$ cat config.mk
export PLATFORM = sky130hd
export DESIGN_NAME = flash_command_sequencer
export DESIGN_NICKNAME = d
export VERILOG_FILES = /design/src/rtl/flash_seq_pkg.sv /design/src/rtl/flash_command_sequencer.sv
export SDC_FILE = /design/constraint.sdc
export NUM_CORES = 1
export LEC_CHECK = 0
export BUFFER_PORTS_ARGS = -buffer_cell sky130_fd_sc_hd__buf_4
export CORE_MARGIN = 3
export CORE_UTILIZATION = 45
export DETAILED_ROUTE_END_ITERATION = 10
export PLACE_DENSITY = 0.7
export SLEW_MARGIN = 5
export SYNTH_ARGS = -nofsm -noshare
export SYNTH_HDL_FRONTEND = slang
export SYNTH_SLANG_ARGS = --single-unit
$ cat constraint.sdc
create_clock -name mclk_i -period 2.48 [get_ports mclk_i]
set_input_delay 0.744 -clock mclk_i [delete_from_list [all_inputs] [get_ports mclk_i]]
set_output_delay 0.744 -clock mclk_i [all_outputs]
set_load 0.01 [all_outputs]
$ cat src/rtl/flash_seq_pkg.sv
// Purpose: Shared constants and types for the flash command sequencer
// Assumes: AHB-Lite register bus, 32-bit words, 25 MHz bus clock
// Notes:   Array window and control registers share one address space
package flash_seq_pkg;
  // Register byte offsets (control block)
  localparam logic [11:0] clock_divider_off   = 12'h000;
  localparam logic [11:0] status_off          = 12'h004;
  localparam logic [11:0] command_off         = 12'h008;
  localparam logic [11:0] operand_addr_off    = 12'h00c;
  localparam logic [11:0] operand_data_off    = 12'h010;
  // Array window: haddr bit 16 high selects the flash array
  localparam int          array_sel_bit       = 16;
  localparam int          ctrl_idx_hi         = 11;
  // Divider field layout
  localparam int          div_w               = 6;
  localparam int          div_loaded_bit      = 7;
  localparam int          prediv8_bit         = 6;
  localparam logic [2:0]  prediv8_count       = 3'h7;
  // Status bit positions
  localparam int          st_buffer_empty_bit = 7;
  localparam int          st_complete_bit     = 6;
  localparam int          st_access_err_bit   = 4;
  localparam int          st_blank_bit        = 2;
  // Command codes
  localparam logic [7:0]  cmd_blank_check     = 8'h05;
  localparam logic [7:0]  cmd_byte_program    = 8'h20;
  localparam logic [7:0]  cmd_burst_program   = 8'h25;
  localparam logic [7:0]  cmd_page_erase      = 8'h40;
  localparam logic [7:0]  cmd_mass_erase      = 8'h41;
  // Durations in divided-clock cycles
  localparam logic [14:0] t_byte_program      = 15'h0009;
  localparam logic [14:0] t_burst_program     = 15'h0004;
  localparam logic [14:0] t_page_erase        = 15'h0fa0;
  localparam logic [14:0] t_mass_erase        = 15'h4e20;
  localparam logic [14:0] t_blank_check       = 15'h0001;
  localparam int          row_bits            = 6;
  localparam int          page_bits           = 9;
  // AHB encodings
  localparam logic [1:0]  htrans_nonseq       = 2'h2;
  localparam logic [2:0]  hsize_word          = 3'h2;

  typedef enum logic [1:0] {
    seq_idle     = 2'b00,
    seq_operands = 2'b01,
    seq_command  = 2'b10,
    seq_running  = 2'b11
  } seq_state_t;

  typedef struct packed {
    logic        buffer_empty;
    logic        complete;
    logic        access_err;
    logic        blank;
  } status_t;

  typedef struct packed {
    logic [15:0] addr;
    logic [7:0]  data;
    logic [7:0]  cmd;
  } operands_t;
endpackage

$ cat src/rtl/flash_command_sequencer.sv
// Purpose: Flash command sequencer with AHB-Lite slave register access
// Assumes: Single master, whole-word single transfers, clock enable freezes all state
// Notes:   Array writes only latch operands; the cell array itself lies outside
//
// Chosen here: the AHB-Lite interface to the registers and the address map.
`timescale 1ns/1ns
module flash_command_sequencer (
  input  wire logic        mclk_i,
  input  wire logic        resetn_i,
  input  wire logic        clk_en_i,
  input  wire logic        stop_mode_i,
  input  wire logic        hsel_i,
  input  wire logic [31:0] haddr_i,
  input  wire logic [1:0]  htrans_i,
  input  wire logic        hwrite_i,
  input  wire logic [2:0]  hsize_i,
  input  wire logic [31:0] hwdata_i,
  input  wire logic        hready_i,
  output logic [31:0]      hrdata_o,
  output logic             hreadyout_o,
  output logic             hresp_o,
  output logic             flash_busy_o,
  output logic             high_voltage_o
);
  // Stop mode arrives from the power controller domain: three-stage synchroniser
  logic [2:0]              stop_sync_ff;
  logic [2:0]              nxt_stop_sync;
  logic                    stop_ff;
  logic                    nxt_stop;

  // Bus address phase capture
  logic                    dp_valid_ff;
  logic                    dp_write_ff;
  logic [31:0]             dp_addr_ff;
  logic                    nxt_dp_valid;
  logic                    nxt_dp_write;
  logic [31:0]             nxt_dp_addr;
  logic [31:0]             hrdata_ff;
  logic [31:0]             nxt_hrdata;

  // Sequencer state
  flash_seq_pkg::seq_state_t state_ff;
  flash_seq_pkg::seq_state_t nxt_state;
  flash_seq_pkg::status_t    status_ff;
  flash_seq_pkg::status_t    nxt_status;
  flash_seq_pkg::operands_t  ops_ff;
  flash_seq_pkg::operands_t  nxt_ops;
  logic [7:0]              divider_ff;
  logic [7:0]              nxt_divider;
  logic [14:0]             remain_ff;
  logic [14:0]             nxt_remain;
  logic [5:0]              div_cnt_ff;
  logic [5:0]              nxt_div_cnt;
  logic [2:0]              pre_cnt_ff;
  logic [2:0]              nxt_pre_cnt;
  logic                    hv_ff;
  logic                    nxt_hv;
  logic [9:0]              burst_addr_ff;
  logic [9:0]              nxt_burst_addr;
  logic                    burst_valid_ff;
  logic                    nxt_burst_valid;

  // Combinational helpers
  logic                    divided_flash_clock_tick;
  logic                    is_array;
  logic [11:0]             ctrl_off;
  logic                    wr_stb;
  logic                    rd_stb;
  logic                    valid_code;
  logic [14:0]             duration;

  always_comb begin
    nxt_stop_sync = {stop_sync_ff[1:0], stop_mode_i};
    nxt_stop      = stop_ff;
    if (stop_sync_ff[2] == stop_sync_ff[1]) begin
      nxt_stop = stop_sync_ff[2];
    end
  end

  always_comb begin
    nxt_dp_valid = 1'b0;
    nxt_dp_write = dp_write_ff;
    nxt_dp_addr  = dp_addr_ff;
    if (hready_i && hsel_i && htrans_i == flash_seq_pkg::htrans_nonseq
        && hsize_i == flash_seq_pkg::hsize_word) begin
      nxt_dp_valid = 1'b1;
      nxt_dp_write = hwrite_i;
      nxt_dp_addr  = haddr_i;
    end
  end

  assign is_array = dp_addr_ff[flash_seq_pkg::array_sel_bit];
  assign ctrl_off = dp_addr_ff[flash_seq_pkg::ctrl_idx_hi:0];
  assign wr_stb   = dp_valid_ff && dp_write_ff;
  assign rd_stb   = dp_valid_ff && !dp_write_ff;

  // Divided clock tick: bus clock / (8 if prediv) / (div+1)
  assign divided_flash_clock_tick = divider_ff[flash_seq_pkg::div_loaded_bit] && div_cnt_ff == '0
                     && (!divider_ff[flash_seq_pkg::prediv8_bit] || pre_cnt_ff == '0);

  always_comb begin
    valid_code = 1'b0;
    duration   = flash_seq_pkg::t_blank_check;
    case (hwdata_i[7:0])
      flash_seq_pkg::cmd_blank_check:   valid_code = 1'b1;
      flash_seq_pkg::cmd_byte_program:  begin
        valid_code = 1'b1;
      end
      flash_seq_pkg::cmd_burst_program: valid_code = 1'b1;
      flash_seq_pkg::cmd_page_erase:    valid_code = 1'b1;
      flash_seq_pkg::cmd_mass_erase:    valid_code = 1'b1;
      default:                          valid_code = 1'b0;
    endcase
    case (ops_ff.cmd)
      flash_seq_pkg::cmd_byte_program:  duration = flash_seq_pkg::t_byte_program;
      flash_seq_pkg::cmd_burst_program: begin
        // Same row, not its first byte, and voltage still up: burst time, else standard time
        if (burst_valid_ff && hv_ff
            && ops_ff.addr[15:flash_seq_pkg::row_bits] == burst_addr_ff
            && ops_ff.addr[flash_seq_pkg::row_bits-1:0] != '0) begin
          duration = flash_seq_pkg::t_burst_program;
        end else begin
          duration = flash_seq_pkg::t_byte_program;
        end
      end
      flash_seq_pkg::cmd_page_erase:    duration = flash_seq_pkg::t_page_erase;
      flash_seq_pkg::cmd_mass_erase:    duration = flash_seq_pkg::t_mass_erase;
      default:                          duration = flash_seq_pkg::t_blank_check;
    endcase
  end

  always_comb begin
    nxt_state       = state_ff;
    nxt_status      = status_ff;
    nxt_ops         = ops_ff;
    nxt_divider     = divider_ff;
    nxt_remain      = remain_ff;
    nxt_div_cnt     = div_cnt_ff;
    nxt_pre_cnt     = pre_cnt_ff;
    nxt_hv          = hv_ff;
    nxt_burst_addr  = burst_addr_ff;
    nxt_burst_valid = burst_valid_ff;
    nxt_hrdata      = hrdata_ff;

    if (divider_ff[flash_seq_pkg::div_loaded_bit]) begin
      if (!divider_ff[flash_seq_pkg::prediv8_bit] || pre_cnt_ff == '0) begin
        nxt_pre_cnt = flash_seq_pkg::prediv8_count;
        nxt_div_cnt = (div_cnt_ff == '0) ? divider_ff[flash_seq_pkg::div_w-1:0] : div_cnt_ff - 6'h01;
      end else begin
        nxt_pre_cnt = pre_cnt_ff - 3'h1;
      end
    end

    if (state_ff == flash_seq_pkg::seq_running) begin
      if (stop_ff) begin
        nxt_state               = flash_seq_pkg::seq_idle;
        nxt_status.access_err   = 1'b1;
        nxt_status.buffer_empty = 1'b1;
        nxt_status.complete     = 1'b1;
        nxt_hv                  = 1'b0;
        nxt_burst_valid         = 1'b0;
      end else if (divided_flash_clock_tick) begin
        if (remain_ff == 15'h0001) begin
          nxt_state               = flash_seq_pkg::seq_idle;
          nxt_status.complete     = 1'b1;
          nxt_status.buffer_empty = 1'b1;
          nxt_status.blank        = (ops_ff.cmd == flash_seq_pkg::cmd_blank_check);
          // Voltage stays up only after a burst byte
          nxt_hv = (ops_ff.cmd == flash_seq_pkg::cmd_burst_program);
          nxt_burst_valid = (ops_ff.cmd == flash_seq_pkg::cmd_burst_program);
          nxt_burst_addr  = ops_ff.addr[15:flash_seq_pkg::row_bits];
        end else begin
          nxt_remain = remain_ff - 15'h0001;
        end
      end
    end else if (state_ff == flash_seq_pkg::seq_idle && hv_ff && divided_flash_clock_tick) begin
      // No burst queued in time: drop voltage
      nxt_hv = 1'b0;
    end

    if (rd_stb && !is_array) begin
      if (state_ff == flash_seq_pkg::seq_command && ctrl_off != flash_seq_pkg::status_off) begin
        nxt_status.access_err = 1'b1;
        nxt_state             = flash_seq_pkg::seq_idle;
      end
    end

    if (wr_stb && is_array) begin
      if (!divider_ff[flash_seq_pkg::div_loaded_bit] || status_ff.access_err) begin
        nxt_status.access_err = 1'b1;
      end else if (!status_ff.buffer_empty) begin
        nxt_status.access_err = 1'b1;
      end else if (state_ff != flash_seq_pkg::seq_idle) begin
        nxt_status.access_err = 1'b1;
        nxt_state             = flash_seq_pkg::seq_idle;
      end else begin
        nxt_ops.addr = dp_addr_ff[15:0];
        nxt_ops.data = hwdata_i[7:0];
        nxt_state    = flash_seq_pkg::seq_operands;
      end
    end else if (wr_stb) begin
      case (ctrl_off)
        flash_seq_pkg::clock_divider_off: begin
          if (state_ff != flash_seq_pkg::seq_idle && state_ff != flash_seq_pkg::seq_running) begin
            nxt_status.access_err = 1'b1;
            nxt_state             = flash_seq_pkg::seq_idle;
          end else if (!divider_ff[flash_seq_pkg::div_loaded_bit] && !status_ff.access_err) begin
            nxt_divider = {1'b1, hwdata_i[flash_seq_pkg::prediv8_bit:0]};
          end
        end
        flash_seq_pkg::command_off: begin
          if (state_ff == flash_seq_pkg::seq_operands && valid_code) begin
            nxt_ops.cmd = hwdata_i[7:0];
            nxt_state   = flash_seq_pkg::seq_command;
          end else if (state_ff != flash_seq_pkg::seq_running) begin
            nxt_status.access_err = 1'b1;
            nxt_state             = flash_seq_pkg::seq_idle;
          end
        end
        flash_seq_pkg::status_off: begin
          // A stop-mode abort in the same cycle wins over the clear
          if (hwdata_i[flash_seq_pkg::st_access_err_bit]
              && !(state_ff == flash_seq_pkg::seq_running && stop_ff)) begin
            nxt_status.access_err = 1'b0;
          end
          if (state_ff == flash_seq_pkg::seq_command && hwdata_i[flash_seq_pkg::st_buffer_empty_bit]
              && !status_ff.access_err) begin
            nxt_state               = flash_seq_pkg::seq_running;
            nxt_status.buffer_empty = 1'b0;
            nxt_status.complete     = 1'b0;
            nxt_status.blank        = 1'b0;
            nxt_remain              = duration;
          end else if ((state_ff == flash_seq_pkg::seq_operands || state_ff == flash_seq_pkg::seq_command)
                       && !hwdata_i[flash_seq_pkg::st_buffer_empty_bit]) begin
            nxt_state             = flash_seq_pkg::seq_idle;
            nxt_status.access_err = 1'b1;
          end
        end
        default: begin
          if (state_ff == flash_seq_pkg::seq_operands || state_ff == flash_seq_pkg::seq_command) begin
            nxt_status.access_err = 1'b1;
            nxt_state             = flash_seq_pkg::seq_idle;
          end
        end
      endcase
    end

    // Read data is picked in the address phase from the next-state values, so it stands
    // through the data phase and already shows a write finishing in the same cycle
    if (nxt_dp_valid && !nxt_dp_write) begin
      nxt_hrdata = '0;
      if (!nxt_dp_addr[flash_seq_pkg::array_sel_bit]) begin
        case (nxt_dp_addr[flash_seq_pkg::ctrl_idx_hi:0])
          flash_seq_pkg::clock_divider_off: nxt_hrdata = {24'h000000, nxt_divider};
          flash_seq_pkg::status_off: begin
            nxt_hrdata[flash_seq_pkg::st_buffer_empty_bit] = nxt_status.buffer_empty;
            nxt_hrdata[flash_seq_pkg::st_complete_bit]     = nxt_status.complete;
            nxt_hrdata[flash_seq_pkg::st_access_err_bit]   = nxt_status.access_err;
            nxt_hrdata[flash_seq_pkg::st_blank_bit]        = nxt_status.blank;
          end
          flash_seq_pkg::command_off:      nxt_hrdata = {24'h000000, nxt_ops.cmd};
          flash_seq_pkg::operand_addr_off: nxt_hrdata = {16'h0000, nxt_ops.addr};
          flash_seq_pkg::operand_data_off: nxt_hrdata = {24'h000000, nxt_ops.data};
          default:                         nxt_hrdata = '0;
        endcase
      end
    end
  end

  always_ff @(posedge mclk_i or negedge resetn_i) begin
    if (!resetn_i) begin
      stop_sync_ff   <= '0;
      stop_ff        <= 1'b0;
      dp_valid_ff    <= 1'b0;
      dp_write_ff    <= 1'b0;
      dp_addr_ff     <= '0;
      hrdata_ff      <= '0;
      state_ff       <= flash_seq_pkg::seq_idle;
      status_ff      <= '{buffer_empty: 1'b1, complete: 1'b1, access_err: 1'b0, blank: 1'b0};
      ops_ff         <= '0;
      divider_ff     <= '0;
      remain_ff      <= '0;
      div_cnt_ff     <= '0;
      pre_cnt_ff     <= '0;
      hv_ff          <= 1'b0;
      burst_addr_ff  <= '0;
      burst_valid_ff <= 1'b0;
    end else if (clk_en_i) begin
      stop_sync_ff   <= nxt_stop_sync;
      stop_ff        <= nxt_stop;
      dp_valid_ff    <= nxt_dp_valid;
      dp_write_ff    <= nxt_dp_write;
      dp_addr_ff     <= nxt_dp_addr;
      hrdata_ff      <= nxt_hrdata;
      state_ff       <= nxt_state;
      status_ff      <= nxt_status;
      ops_ff         <= nxt_ops;
      divider_ff     <= nxt_divider;
      remain_ff      <= nxt_remain;
      div_cnt_ff     <= nxt_div_cnt;
      pre_cnt_ff     <= nxt_pre_cnt;
      hv_ff          <= nxt_hv;
      burst_addr_ff  <= nxt_burst_addr;
      burst_valid_ff <= nxt_burst_valid;
    end
  end

  // Zero-wait slave: hreadyout stays high so every answer comes in the data phase
  always_ff @(posedge mclk_i or negedge resetn_i) begin
    if (!resetn_i) begin
      hreadyout_o    <= 1'b1;
      hresp_o        <= 1'b0;
      flash_busy_o   <= 1'b0;
      high_voltage_o <= 1'b0;
    end else if (clk_en_i) begin
      hreadyout_o    <= 1'b1;
      hresp_o        <= 1'b0;
      flash_busy_o   <= (nxt_state == flash_seq_pkg::seq_running);
      high_voltage_o <= nxt_hv || (nxt_state == flash_seq_pkg::seq_running);
    end
  end

  assign hrdata_o = hrdata_ff;
endmodule // flash_command_sequencer

==> results.md, run 1 <==
* Worst-path fanout max at 3
* Synth top area share at 44.0%
* Top_reg_cell synth: dfrtp_1
* Hold_buf cts at 0
* Flop pwr share at 38.4%
* Pwr Density at 670 nW/µm²
* Max Slew Vio Count at 0
* Switching share of power at 28.8%
* CTS tree: built
* Area growth, synth to finish at 32.8%
* Gr busiest metal: met2
* Placed insts at 983
* All-Layer GR Usage at 23.1%
* First-pass GRT wire length at 30800 µm
* H-tree depth at 4
* Leak at 4.19 nW
* Switching pwr at 1.76 mW
* Post-synth cell types at 73
* Reg area at 3080 µm²
* Fin Hold WS at 0.296 ns
* Final Hold Vio Count at 0
* Max incr delay on CP at 0.50 ns
* Post-Place Worst Slack at -0.244 ns
* Internal power at 4.36 mW
* Worst Hold Class: in2async
* Max_cap viols at 0
* FILL cells at 1194
* Tmin final at 2.61 ns
* Setup crit end kind: flop
* CP required at 2.79 ns
* Initial DRT Pass Iterations at 5
* Post-DP Area at 8170 µm²
* Total Power at 6.12 mW
* Drt drc at 0
* Synthesis-stage register bit count at 123
* Yosys Warn Count at 0
* Outcome: finished with violations
* Worst slew margin at 58.8%
* RSZ-0062 raised after global routing: yes
* Mapped Cells at 673
* Initial drt markers at 463
* Buffers on Ports at 54
* Layout cells sized above 1 at 38.5%
* Top post-synthesis cells by area: dfrtp_1 (44%), mux2_2 (9.7%), mux2i_1 (4.9%), nand2_1 (3.2%), o21ai_0 (3.1%)
* Sequential share of the synthesized area at 44.8%
* Worst setup SP type: flop
* FF-to-FF End: remain_ff[9]
* Drt total wl at 19000 µm
* Logic pwr share at 20.6%
* Area of the die at 16800 µm²
* Largest net degree at the start of global routing at 57
* Die Span Y at 130 µm
* Cells along the critical path: inv_2 -> ha_4 -> or4b_4 -> a2111oi_4 -> nand3_2 -> or4_4 -> o21ai_2 -> nand2_1 -> a21bo_1
* RR Startpoint: div_cnt_ff[0]
* Top-count cell post-synth: dfrtp_1
* Final setup violating endpoints at 25
* Non-Filler Instances at 1029
* Placeable Area at 14800 µm²
* CTS root buf: clkbuf_16
* Setup TNS at -1.74 ns
* FF-to-FF path depth at 9
* Drt via density at 5.79
* GP Congestion at 0.944
* Vias in the first global route at 5967
* Clock buffer depth at 2
* Antenna viol nets, final at 0
* Diode count at 0
* Routed via count at 5963
* Met3 Use GR at 5.36%
* Rows at 44
* Max IR drop VDD at 0.000457 V
* Area of the mapped netlist at 6880 µm²
* R2R Setup Slk at -0.13 ns
* Commonest cells in the netlist: dfrtp_1 (121), mux2_2 (59), nand2_1 (59), nor2_1 (43), o21ai_0 (43)
* Violated checks: setup timing
* Global Route met1 Usage at 31.0%
* Clk network pwr share at 41.0%
* TritonCTS Sinks at 123
* # IOs at 112
* Finished Cell Area at 9140 µm²
* Max Clock Freq at 0.383 GHz
* Final net count at 918
* DR WL/cell at 18.4 µm
* Clock Latency Late Sink at 0.42 ns
* Worst path arrival time at 2.92 ns
* Clk_skew at 0.00592 ns
* Worst Max-Slew Pin Slew at 0.618 ns
* Area leader, netlist: dfrtp_1
* Initial Util at 46.6%
* Multi-input logic area at 3830 µm²
* Average size of a mapped cell at 10.2 µm²
* CTS buffer count at 17
* Clk pin slew, worst setup/hold paths at 0.06 ns
* Critical Path Slowest Stage Cell: or4b_4
* Grt ovf at 0
* Critical setup path kind: reg2reg
* Synth async-reset ratio at 100%
* Setup ws final at -0.133 ns
* Tcrit/Tclk final at 105%
* Met2 Use GR at 37.4%
* Initial antenna violation count at 0
* Post-DP HPWL at 13700 µm
* Number of synthesized flops with an enable pin at 0
* Util after Layout at 61.9%
* Die W at 130 µm
==> cell families after synthesis <==
logic type / Yosys count / synth area share (%)
other: 2 / 0.109
and+or+nand+nor: 216 / 17.4
adders and majority gates: 10 / 1.82
DFF: 123 / 44.8
xor gates and xnor gates: 13 / 1.66
buffers and inverters: 65 / 4.58
AOI/OAI and AO/OA: 147 / 14.4
muxes: 97 / 15.3
==> power by group through the flow <==
stage	Combinational [mW]	Sequential (mW)	Clock (mW)
2_1_floorplan	0.588	2.34	0
3_3_place_gp	1.06	2.35	0
3_5_place_dp	1.10	2.36	0
4_1_cts	1.15	2.34	2.54
5_1_grt	1.38	2.37	2.63
6_report	1.26	2.35	2.51
==> layout make-up <==
cell class              count  share of cell area, %
multi-input cells         501                   41.9
inverters                  24                  0.986
clock buffers              17                   4.66
flip-flops and latches    123                   33.7
well taps                 184                   2.52
repair buffers            165                   14.3
clock inverters            15                   1.92
==> worst max-delay path by stage <==
stage | from | to | slack (ns) | cells past startpoint
3_5_place_dp | div_cnt_ff[0] | high_voltage_o | -0.24 | 9
3_3_place_gp | div_cnt_ff[0] | high_voltage_o | -0.17 | 9
4_1_cts | remain_ff[1] | remain_ff[9] | -0.08 | 11
6_report | div_cnt_ff[0] | remain_ff[9] | -0.13 | 9
2_1_floorplan | remain_ff[1] | flash_busy_o | -0.07 | 9
5_1_grt | div_cnt_ff[0] | remain_ff[12] | -0.23 | 11
==> placed cells by master, fill, tap and decap left out, types with 9 or more instances in the layout <==
master / netlist / layout
buf_4: 18 / 154
dfrtp_1: 121 / 120
nor3_1: 14 / 10
a21oi_1: 36 / 34
xor2_1: 10 / 10
mux2_2: 59 / 58
conb_1: 2 / 18
nor2_1: 43 / 39
nor4_1: 19 / 14
clkbuf_16: 0 / 17
inv_1: 24 / 19
a22o_1: 10 / 10
mux2i_1: 34 / 33
o21ai_0: 43 / 35
nand2_1: 59 / 58
nand3_1: 10 / 9
==> per-layer routing <==
layer / vias up / wire length (µm)
li1: 2775 / -
met1: 2962 / 8400
met2: 186 / 9200
met3: 40 / 961
met4: 0 / 408
met5: - / 0
==> worst max-delay path, delay by kind of cell, from the launching register on <==
family | cells | cell delay [ns]
AOI/OAI and AO/OA | 3 | 0.71
buffers and inverters | 1 | 0.09
DFF | 1 | 0.39
adders and majority gates | 1 | 0.12
and+or+nand+nor | 4 | 1.19
==> state kept, by name, summed over array words and instances (netlist names) <==
register	cells
hv_ff	1
stop_sync_ff	3
burst_valid_ff	1
remain_ff	15
status_ff	4
divider_ff	8
stop_ff	1
dp_valid_ff	1
burst_addr_ff	10
pre_cnt_ff	3
flash_busy_o	1
hrdata_o	16
state_ff	2
high_voltage_o	1
div_cnt_ff	6
ops_ff	32
dp_write_ff	1
dp_addr_ff	17
==> timing repair <==
item | 4_1_cts | 5_1_grt
setup buffers | 4 | 10
resized for setup | 16 | 48
setup endpoints to repair | 31 | 45
endpoints found under the hold margin | 0 | 0
pin swaps | 2 | 20
Power figures use the tool's default switching activity.
==> inputs of run 2 (changes only) <==
--- a/config.mk
+++ b/config.mk
@@ -6,10 +6,12 @@
 export NUM_CORES = 1
 export LEC_CHECK = 0
 export BUFFER_PORTS_ARGS = -buffer_cell sky130_fd_sc_hd__buf_4
+export CELL_PAD_IN_SITES_DETAIL_PLACEMENT = 1
+export CELL_PAD_IN_SITES_GLOBAL_PLACEMENT = 1
 export CORE_MARGIN = 3
-export CORE_UTILIZATION = 45
+export CORE_UTILIZATION = 40
 export DETAILED_ROUTE_END_ITERATION = 10
-export PLACE_DENSITY = 0.7
+export PLACE_DENSITY = 0.79
 export SLEW_MARGIN = 5
 export SYNTH_ARGS = -nofsm -noshare
 export SYNTH_HDL_FRONTEND = slang
==> run 2 against run 1 <==
  * The flow still finishes with violations (setup timing)
  * Die area is 12% higher
  * Flip-flop and latch count stayed put
  * Register-to-register slack worse by 0.12 ns
  * Non-clock buffer count is 27 higher
  * Clock-buffer cell count is 5 higher
  * Design area is 3.3% higher
  * Power is 0.27% lower
  * Utilization is 5.4 points lower
  * Via count is 6.6% higher
  * Wire length is 29% higher
  * Critical path type unchanged
==> results.md, run 2 (synthesis results as in run 1) <==
* Max IR drop VDD at 0.000537 V
* Setup ws final at -0.257 ns
* Max_cap viols at 0
* Cells along the critical path: inv_2 -> ha_4 -> or4b_4 -> or4_4 -> buf_6 -> nand4_1 -> buf_4 -> buf_4 -> nand2_1 -> a21oi_1 -> a21oi_1
* Worst-path fanout max at 3
* Initial Util at 41.2%
* CTS root buf: clkbuf_16
* Met2 Use GR at 44.7%
* Pwr Density at 647 nW/µm²
* Drt drc at 0
* Post-DP HPWL at 16400 µm
* Setup crit end kind: flop
* Critical Path Slowest Stage Cell: or4_4
* Die W at 137 µm
* Hold_buf cts at 0
* Final Hold Vio Count at 0
* Bufs and invs on worst path at 4
* Largest Register: ops_ff
* Placeable Area at 16700 µm²
* Clock buffer depth at 2
* TritonCTS Sinks at 123
* H-tree depth at 4
* Most frequent cells in the layout: buf_4 (173), dfrtp_1 (121), mux2_2 (58)
* Finished Cell Area at 9430 µm²
* Final setup violating endpoints at 39
* Antenna viol nets, final at 0
* Post-DP Area at 8310 µm²
* Buffers on Ports at 54
* Tcrit/Tclk final at 110%
* Drt via density at 5.83
* First-pass GRT wire length at 37200 µm
* Outcome: finished with violations
* Max incr delay on CP at 0.56 ns
* Drt total wl at 24500 µm
* Diode count at 0
* FILL cells at 1824
* Largest net degree at the start of global routing at 61
* Initial antenna violation count at 0
* CP required at 2.76 ns
* CTS buffer count at 17
* Max Clock Freq at 0.365 GHz
* All-Layer GR Usage at 25.9%
* Placed insts at 1032
* Layout cells sized above 1 at 40.9%
* Worst setup SP type: flop
* # IOs at 112
* Rows at 47
* Vias in the first global route at 6995
* Worst Hold Class: in2async
* Area of the die at 18800 µm²
* Max Slew Vio Count at 0
* GP Congestion at 0.902
* Die Span Y at 137 µm
* Initial DRT Pass Iterations at 5
* Worst slew margin at 55.7%
* Final net count at 945
* Grt ovf at 0
* Routed via count at 6359
* Global Route met1 Usage at 31.1%
* DR WL/cell at 22.5 µm
* Non-Filler Instances at 1091
* Gr busiest metal: met2
* RSZ-0062 raised after global routing: yes
* Worst Max-Slew Pin Slew at 0.664 ns
* CP top delay family: simple AND/OR/NAND/NOR gates
* Area growth, synth to finish at 37.2%
* Critical setup path kind: reg2reg
* Met3 Use GR at 4.74%
* Max reg flops at 32
* Violated checks: setup timing
* Tmin final at 2.74 ns
* Leak at 4.36 nW
* Clock Latency Late Sink at 0.44 ns
* Initial drt markers at 325
* Clk pin slew, worst setup/hold paths at 0.06 ns
* Clk_skew at 0.0116 ns
* Most common cell after layout, fill and taps aside: buf_4
* CTS tree: built
* Worst path arrival time at 3.02 ns
[run 2: cell types whose count changed in the layout (fill, tap and decap cells not counted), moves of 3 or more]
cell        previous run  this run
o21ai_1                8        12
clkinv_2               4         7
buf_6                  8        16
clkinvlp_4             4         1
o21ai_0               35        32
clkinv_4               3         0
clkbuf_1               0         3
mux2i_2                0         3
buf_4                154       173
[run 2: path summary, 6_finish.rpt]
| check | cells past startpoint | endpoint | startpoint | slack, ns |
|---|---|---|---|---|
| worst max-delay path | 11 | remain_ff[2] | remain_ff[1] | -0.26 |
| worst min-delay path | 1 | remain_ff[11] | resetn_i | 0.24 |
| worst max register to register | 11 | remain_ff[2] | remain_ff[1] | -0.26 |
| worst min register to register | 1 | remain_ff[13] | remain_ff[13] | 0.49 |
| max in group asynchronous | 2 | hrdata_o[15] | resetn_i | 1.54 |
| min in group mclk_i | 1 | remain_ff[13] | remain_ff[13] | 0.49 |
[run 2: power breakdown]
part	leakage, nW	total, mW	switching [mW]	internal [mW]
combinational	2.51	1.41	0.753	0.659
clock	0.269	2.34	0.928	1.41
sequential	1.58	2.35	0.171	2.18
total	4.36	6.10	1.85	4.25
[run 2: what timing repair did]
| item | CTS | global route |
|---|---|---|
| setup endpoints to repair | 42 | 54 |
| setup buffers | 17 | 17 |
| pin swaps | 32 | 41 |
| gates resized for setup | 53 | 39 |
[run 2: layout make-up]
type                       instances  area, µm²  share of cell area, %
multi-input combinational        501       3910                   41.5
tap                              220        275                   2.92
inverter                          24       90.1                  0.955
clock inverter                     9       72.6                  0.769
clock buffer                      22        464                   4.92
sequential                       123       3080                   32.7
timing repair buffer             192       1540                   16.3
[run 2: metal layers]
layer | part of all wire [%] | up-vias
met5 | 0 | -
met2 | 52 | 203
li1 | - | 2822
met3 | 3.8 | 62
met4 | 3.4 | 0
met1 | 41 | 3272
[run 2: worst register-to-register path: stages (launching register included)]
cell	delay, ns
dfrtp_1	0.40
inv_2	0.09
ha_4	0.14
or4b_4	0.44
or4_4	0.56
buf_6	0.15
nand4_1	0.19
buf_4	0.18
buf_4	0.13
nand2_1	0.06
a21oi_1	0.18
a21oi_1	0.07
[run 2: per-stage QoR]
stage / TNS, ns / power, mW / hold WS (ns) / worst slack [ns] / util (%)
6_report: -3.90 / 6.10 / 0.243 / -0.257 / 56.5
2_1_floorplan: -0.200 / 2.93 / 0.438 / -0.0712 / -
5_1_grt: -7.32 / 6.36 / 0.265 / -0.337 / 56.5
3_5_place_dp: -6.67 / 3.54 / 0.469 / -0.281 / 49.8
3_3_place_gp: -2.46 / 3.45 / 0.458 / -0.154 / 49.8
4_1_cts: -3.48 / 5.99 / 0.259 / -0.244 / 54.9
==> inputs of run 3 (changes only) <==
--- a/config.mk
+++ b/config.mk
@@ -11,6 +11,7 @@
 export CORE_MARGIN = 3
 export CORE_UTILIZATION = 40
 export DETAILED_ROUTE_END_ITERATION = 10
+export MAX_ROUTING_LAYER = met4
 export PLACE_DENSITY = 0.79
 export SLEW_MARGIN = 5
 export SYNTH_ARGS = -nofsm -noshare
==> run 3 against run 2 <==
  * The flow still finishes with violations (setup timing)
  * Design area is 1.9% higher
  * Cell count is 0.46% higher
  * Worst setup slack better by 0.024 ns
  * Utilization is 1.1 points higher
  * Power is 5.5% higher
  * Combinational power is 4% higher
  * Clock skew is 0.0023 ns lower
  * Register-to-register slack better by 0.02 ns
  * Flip-flop and latch count stayed put
  * Sequential power hardly changed
  * First-iteration DRC count is 47% higher
  * Largest power group is now the clock network
==> results.md, run 3 (synthesis results as in run 1) <==
* Rows at 47
* Final Hold Vio Count at 0
* Drt via density at 5.93
* Initial Util at 41.2%
* Layout cells sized above 1 at 42.6%
* H-tree depth at 4
* Max_cap viols at 0
* Initial DRT Pass Iterations at 5
* Total Power at 6.44 mW
* CP required at 2.75 ns
* Final net count at 949
* CTS root buf: clkbuf_16
* Max Clock Freq at 0.369 GHz
* Bufs and invs on worst path at 0
* Max Slew Vio Count at 0
* Worst slew margin at 52.8%
* Leak at 4.41 nW
* Drt drc at 0
* Setup crit end kind: flop
* Initial antenna violation count at 0
* Tcrit/Tclk final at 109%
* Worst path arrival time at 2.98 ns
* Placeable Area at 16700 µm²
* # IOs at 112
* Vias in the first global route at 7016
* Initial drt markers at 478
* Grt ovf at 0
* Antenna viol nets, final at 0
* Die W at 137 µm
* GP Congestion at 0.916
* All-Layer GR Usage at 27.5%
* Clock buffer depth at 2
* CTS tree: built
* Worst-path fanout max at 2
* CTS buffer count at 17
* Area growth, synth to finish at 39.7%
* DR WL/cell at 23.8 µm
* Outcome: finished with violations
* TritonCTS Sinks at 123
* Non-Filler Instances at 1096
* Worst Hold Class: in2async
* Violated checks: setup timing
* Max reg flops at 32
* Largest net degree at the start of global routing at 66
* Clk pin slew, worst setup/hold paths at 0.06 ns
* Worst Max-Slew Pin Slew at 0.708 ns
* Clock Latency Late Sink at 0.42 ns
* Hold_buf cts at 0
* Most frequent CP cell: or4_4
* Diode count at 0
* Routed via count at 6503
* CP top delay family: simple AND/OR/NAND/NOR gates
* Post-DP HPWL at 16200 µm
* Cells along the critical path: or4_4 -> or4_4 -> o41ai_4 -> or3_4 -> nor3_4 -> o311ai_4 -> o21ai_1
* Max IR drop VDD at 0.000527 V
* Critical Path Slowest Stage Cell: or4_4
* Placed insts at 1029
* Most frequent cells in the layout: buf_4 (176), dfrtp_1 (121), mux2_2 (58)
* Critical setup path kind: reg2reg
* Largest Register: ops_ff
* Pwr Density at 670 nW/µm²
* Tmin final at 2.71 ns
* Most common cell after layout, fill and taps aside: buf_4
* Area of the die at 18800 µm²
* Worst setup SP type: flop
* Max incr delay on CP at 0.60 ns
* First-pass GRT wire length at 38300 µm
* RSZ-0062 raised after global routing: yes
* Drt total wl at 26100 µm
* Buffers on Ports at 54
* Clk_skew at 0.00936 ns
* Setup ws final at -0.233 ns
* Final setup violating endpoints at 46
* Die Span Y at 137 µm
## run 3: timing repair
item / in CTS / in global routing
setup endpoints to repair: 40 / 54
cloned: 0 / 2
pin swaps: 22 / 37
buffers inserted: 18 / 17
gates resized for setup: 48 / 59
## run 3: power by group
| part | internal (mW) | switching [mW] | total, mW |
|---|---|---|---|
| registers | 2.18 | 0.175 | 2.36 |
| clock network | 1.61 | 0.995 | 2.61 |
| logic | 0.673 | 0.799 | 1.47 |
| total | 4.47 | 1.97 | 6.44 |
## run 3: worst reg2reg max path, cell delays in order (launching register included)
cell and delay, ns:
dfrtp_1 0.38, or4_4 0.57, or4_4 0.61, o41ai_4 0.32, or3_4 0.23, nor3_4 0.05
o311ai_4 0.28, o21ai_1 0.12
## run 3: layer usage
metal	track usage (%)	up-vias	part of all wire (%)	wire, µm
li1	-	2835	-	-
met1	31.8	3288	38	10000
met2	48.2	283	53	13900
met3	4.89	97	4.8	1270
met4	8.87	0	3.7	968
met5	-	-	0	0
## run 3: area by class of cell
class	count	area, µm²
clock buffers	19	443
clock inverters	13	166
fillers	1825	7090
inverters	24	90.1
multi-input cells	501	3970
flip-flops and latches	123	3080
well taps	220	275
repair buffers	196	1580
## run 3: path summary, 6_finish.rpt
check | from | slack [ns] | to | depth (start not counted)
setup / recovery | remain_ff[7] | -0.23 | flash_busy_o | 7
min in group mclk_i | pre_cnt_ff[1] | 0.48 | pre_cnt_ff[1] | 1
setup reg to reg | remain_ff[7] | -0.23 | flash_busy_o | 7
hold / removal | resetn_i | 0.23 | remain_ff[8] | 1
max in group asynchronous | resetn_i | 1.45 | dp_valid_ff | 2
hold reg to reg | pre_cnt_ff[1] | 0.48 | pre_cnt_ff[1] | 1
## run 3: through the flow
stage,setup WS [ns],TNS [ns],hold WS [ns],util (%),area (µm²)
floorplan,-0.0712,-0.200,0.438,-,6980
detailed placement,-0.321,-4.27,0.467,49.6,8280
CTS,-0.208,-2.59,0.223,55.2,9220
global route,-0.381,-7.03,0.227,57.5,9610
finish,-0.233,-3.07,0.227,57.5,9610
global placement,-0.162,-1.87,0.458,49.6,8280
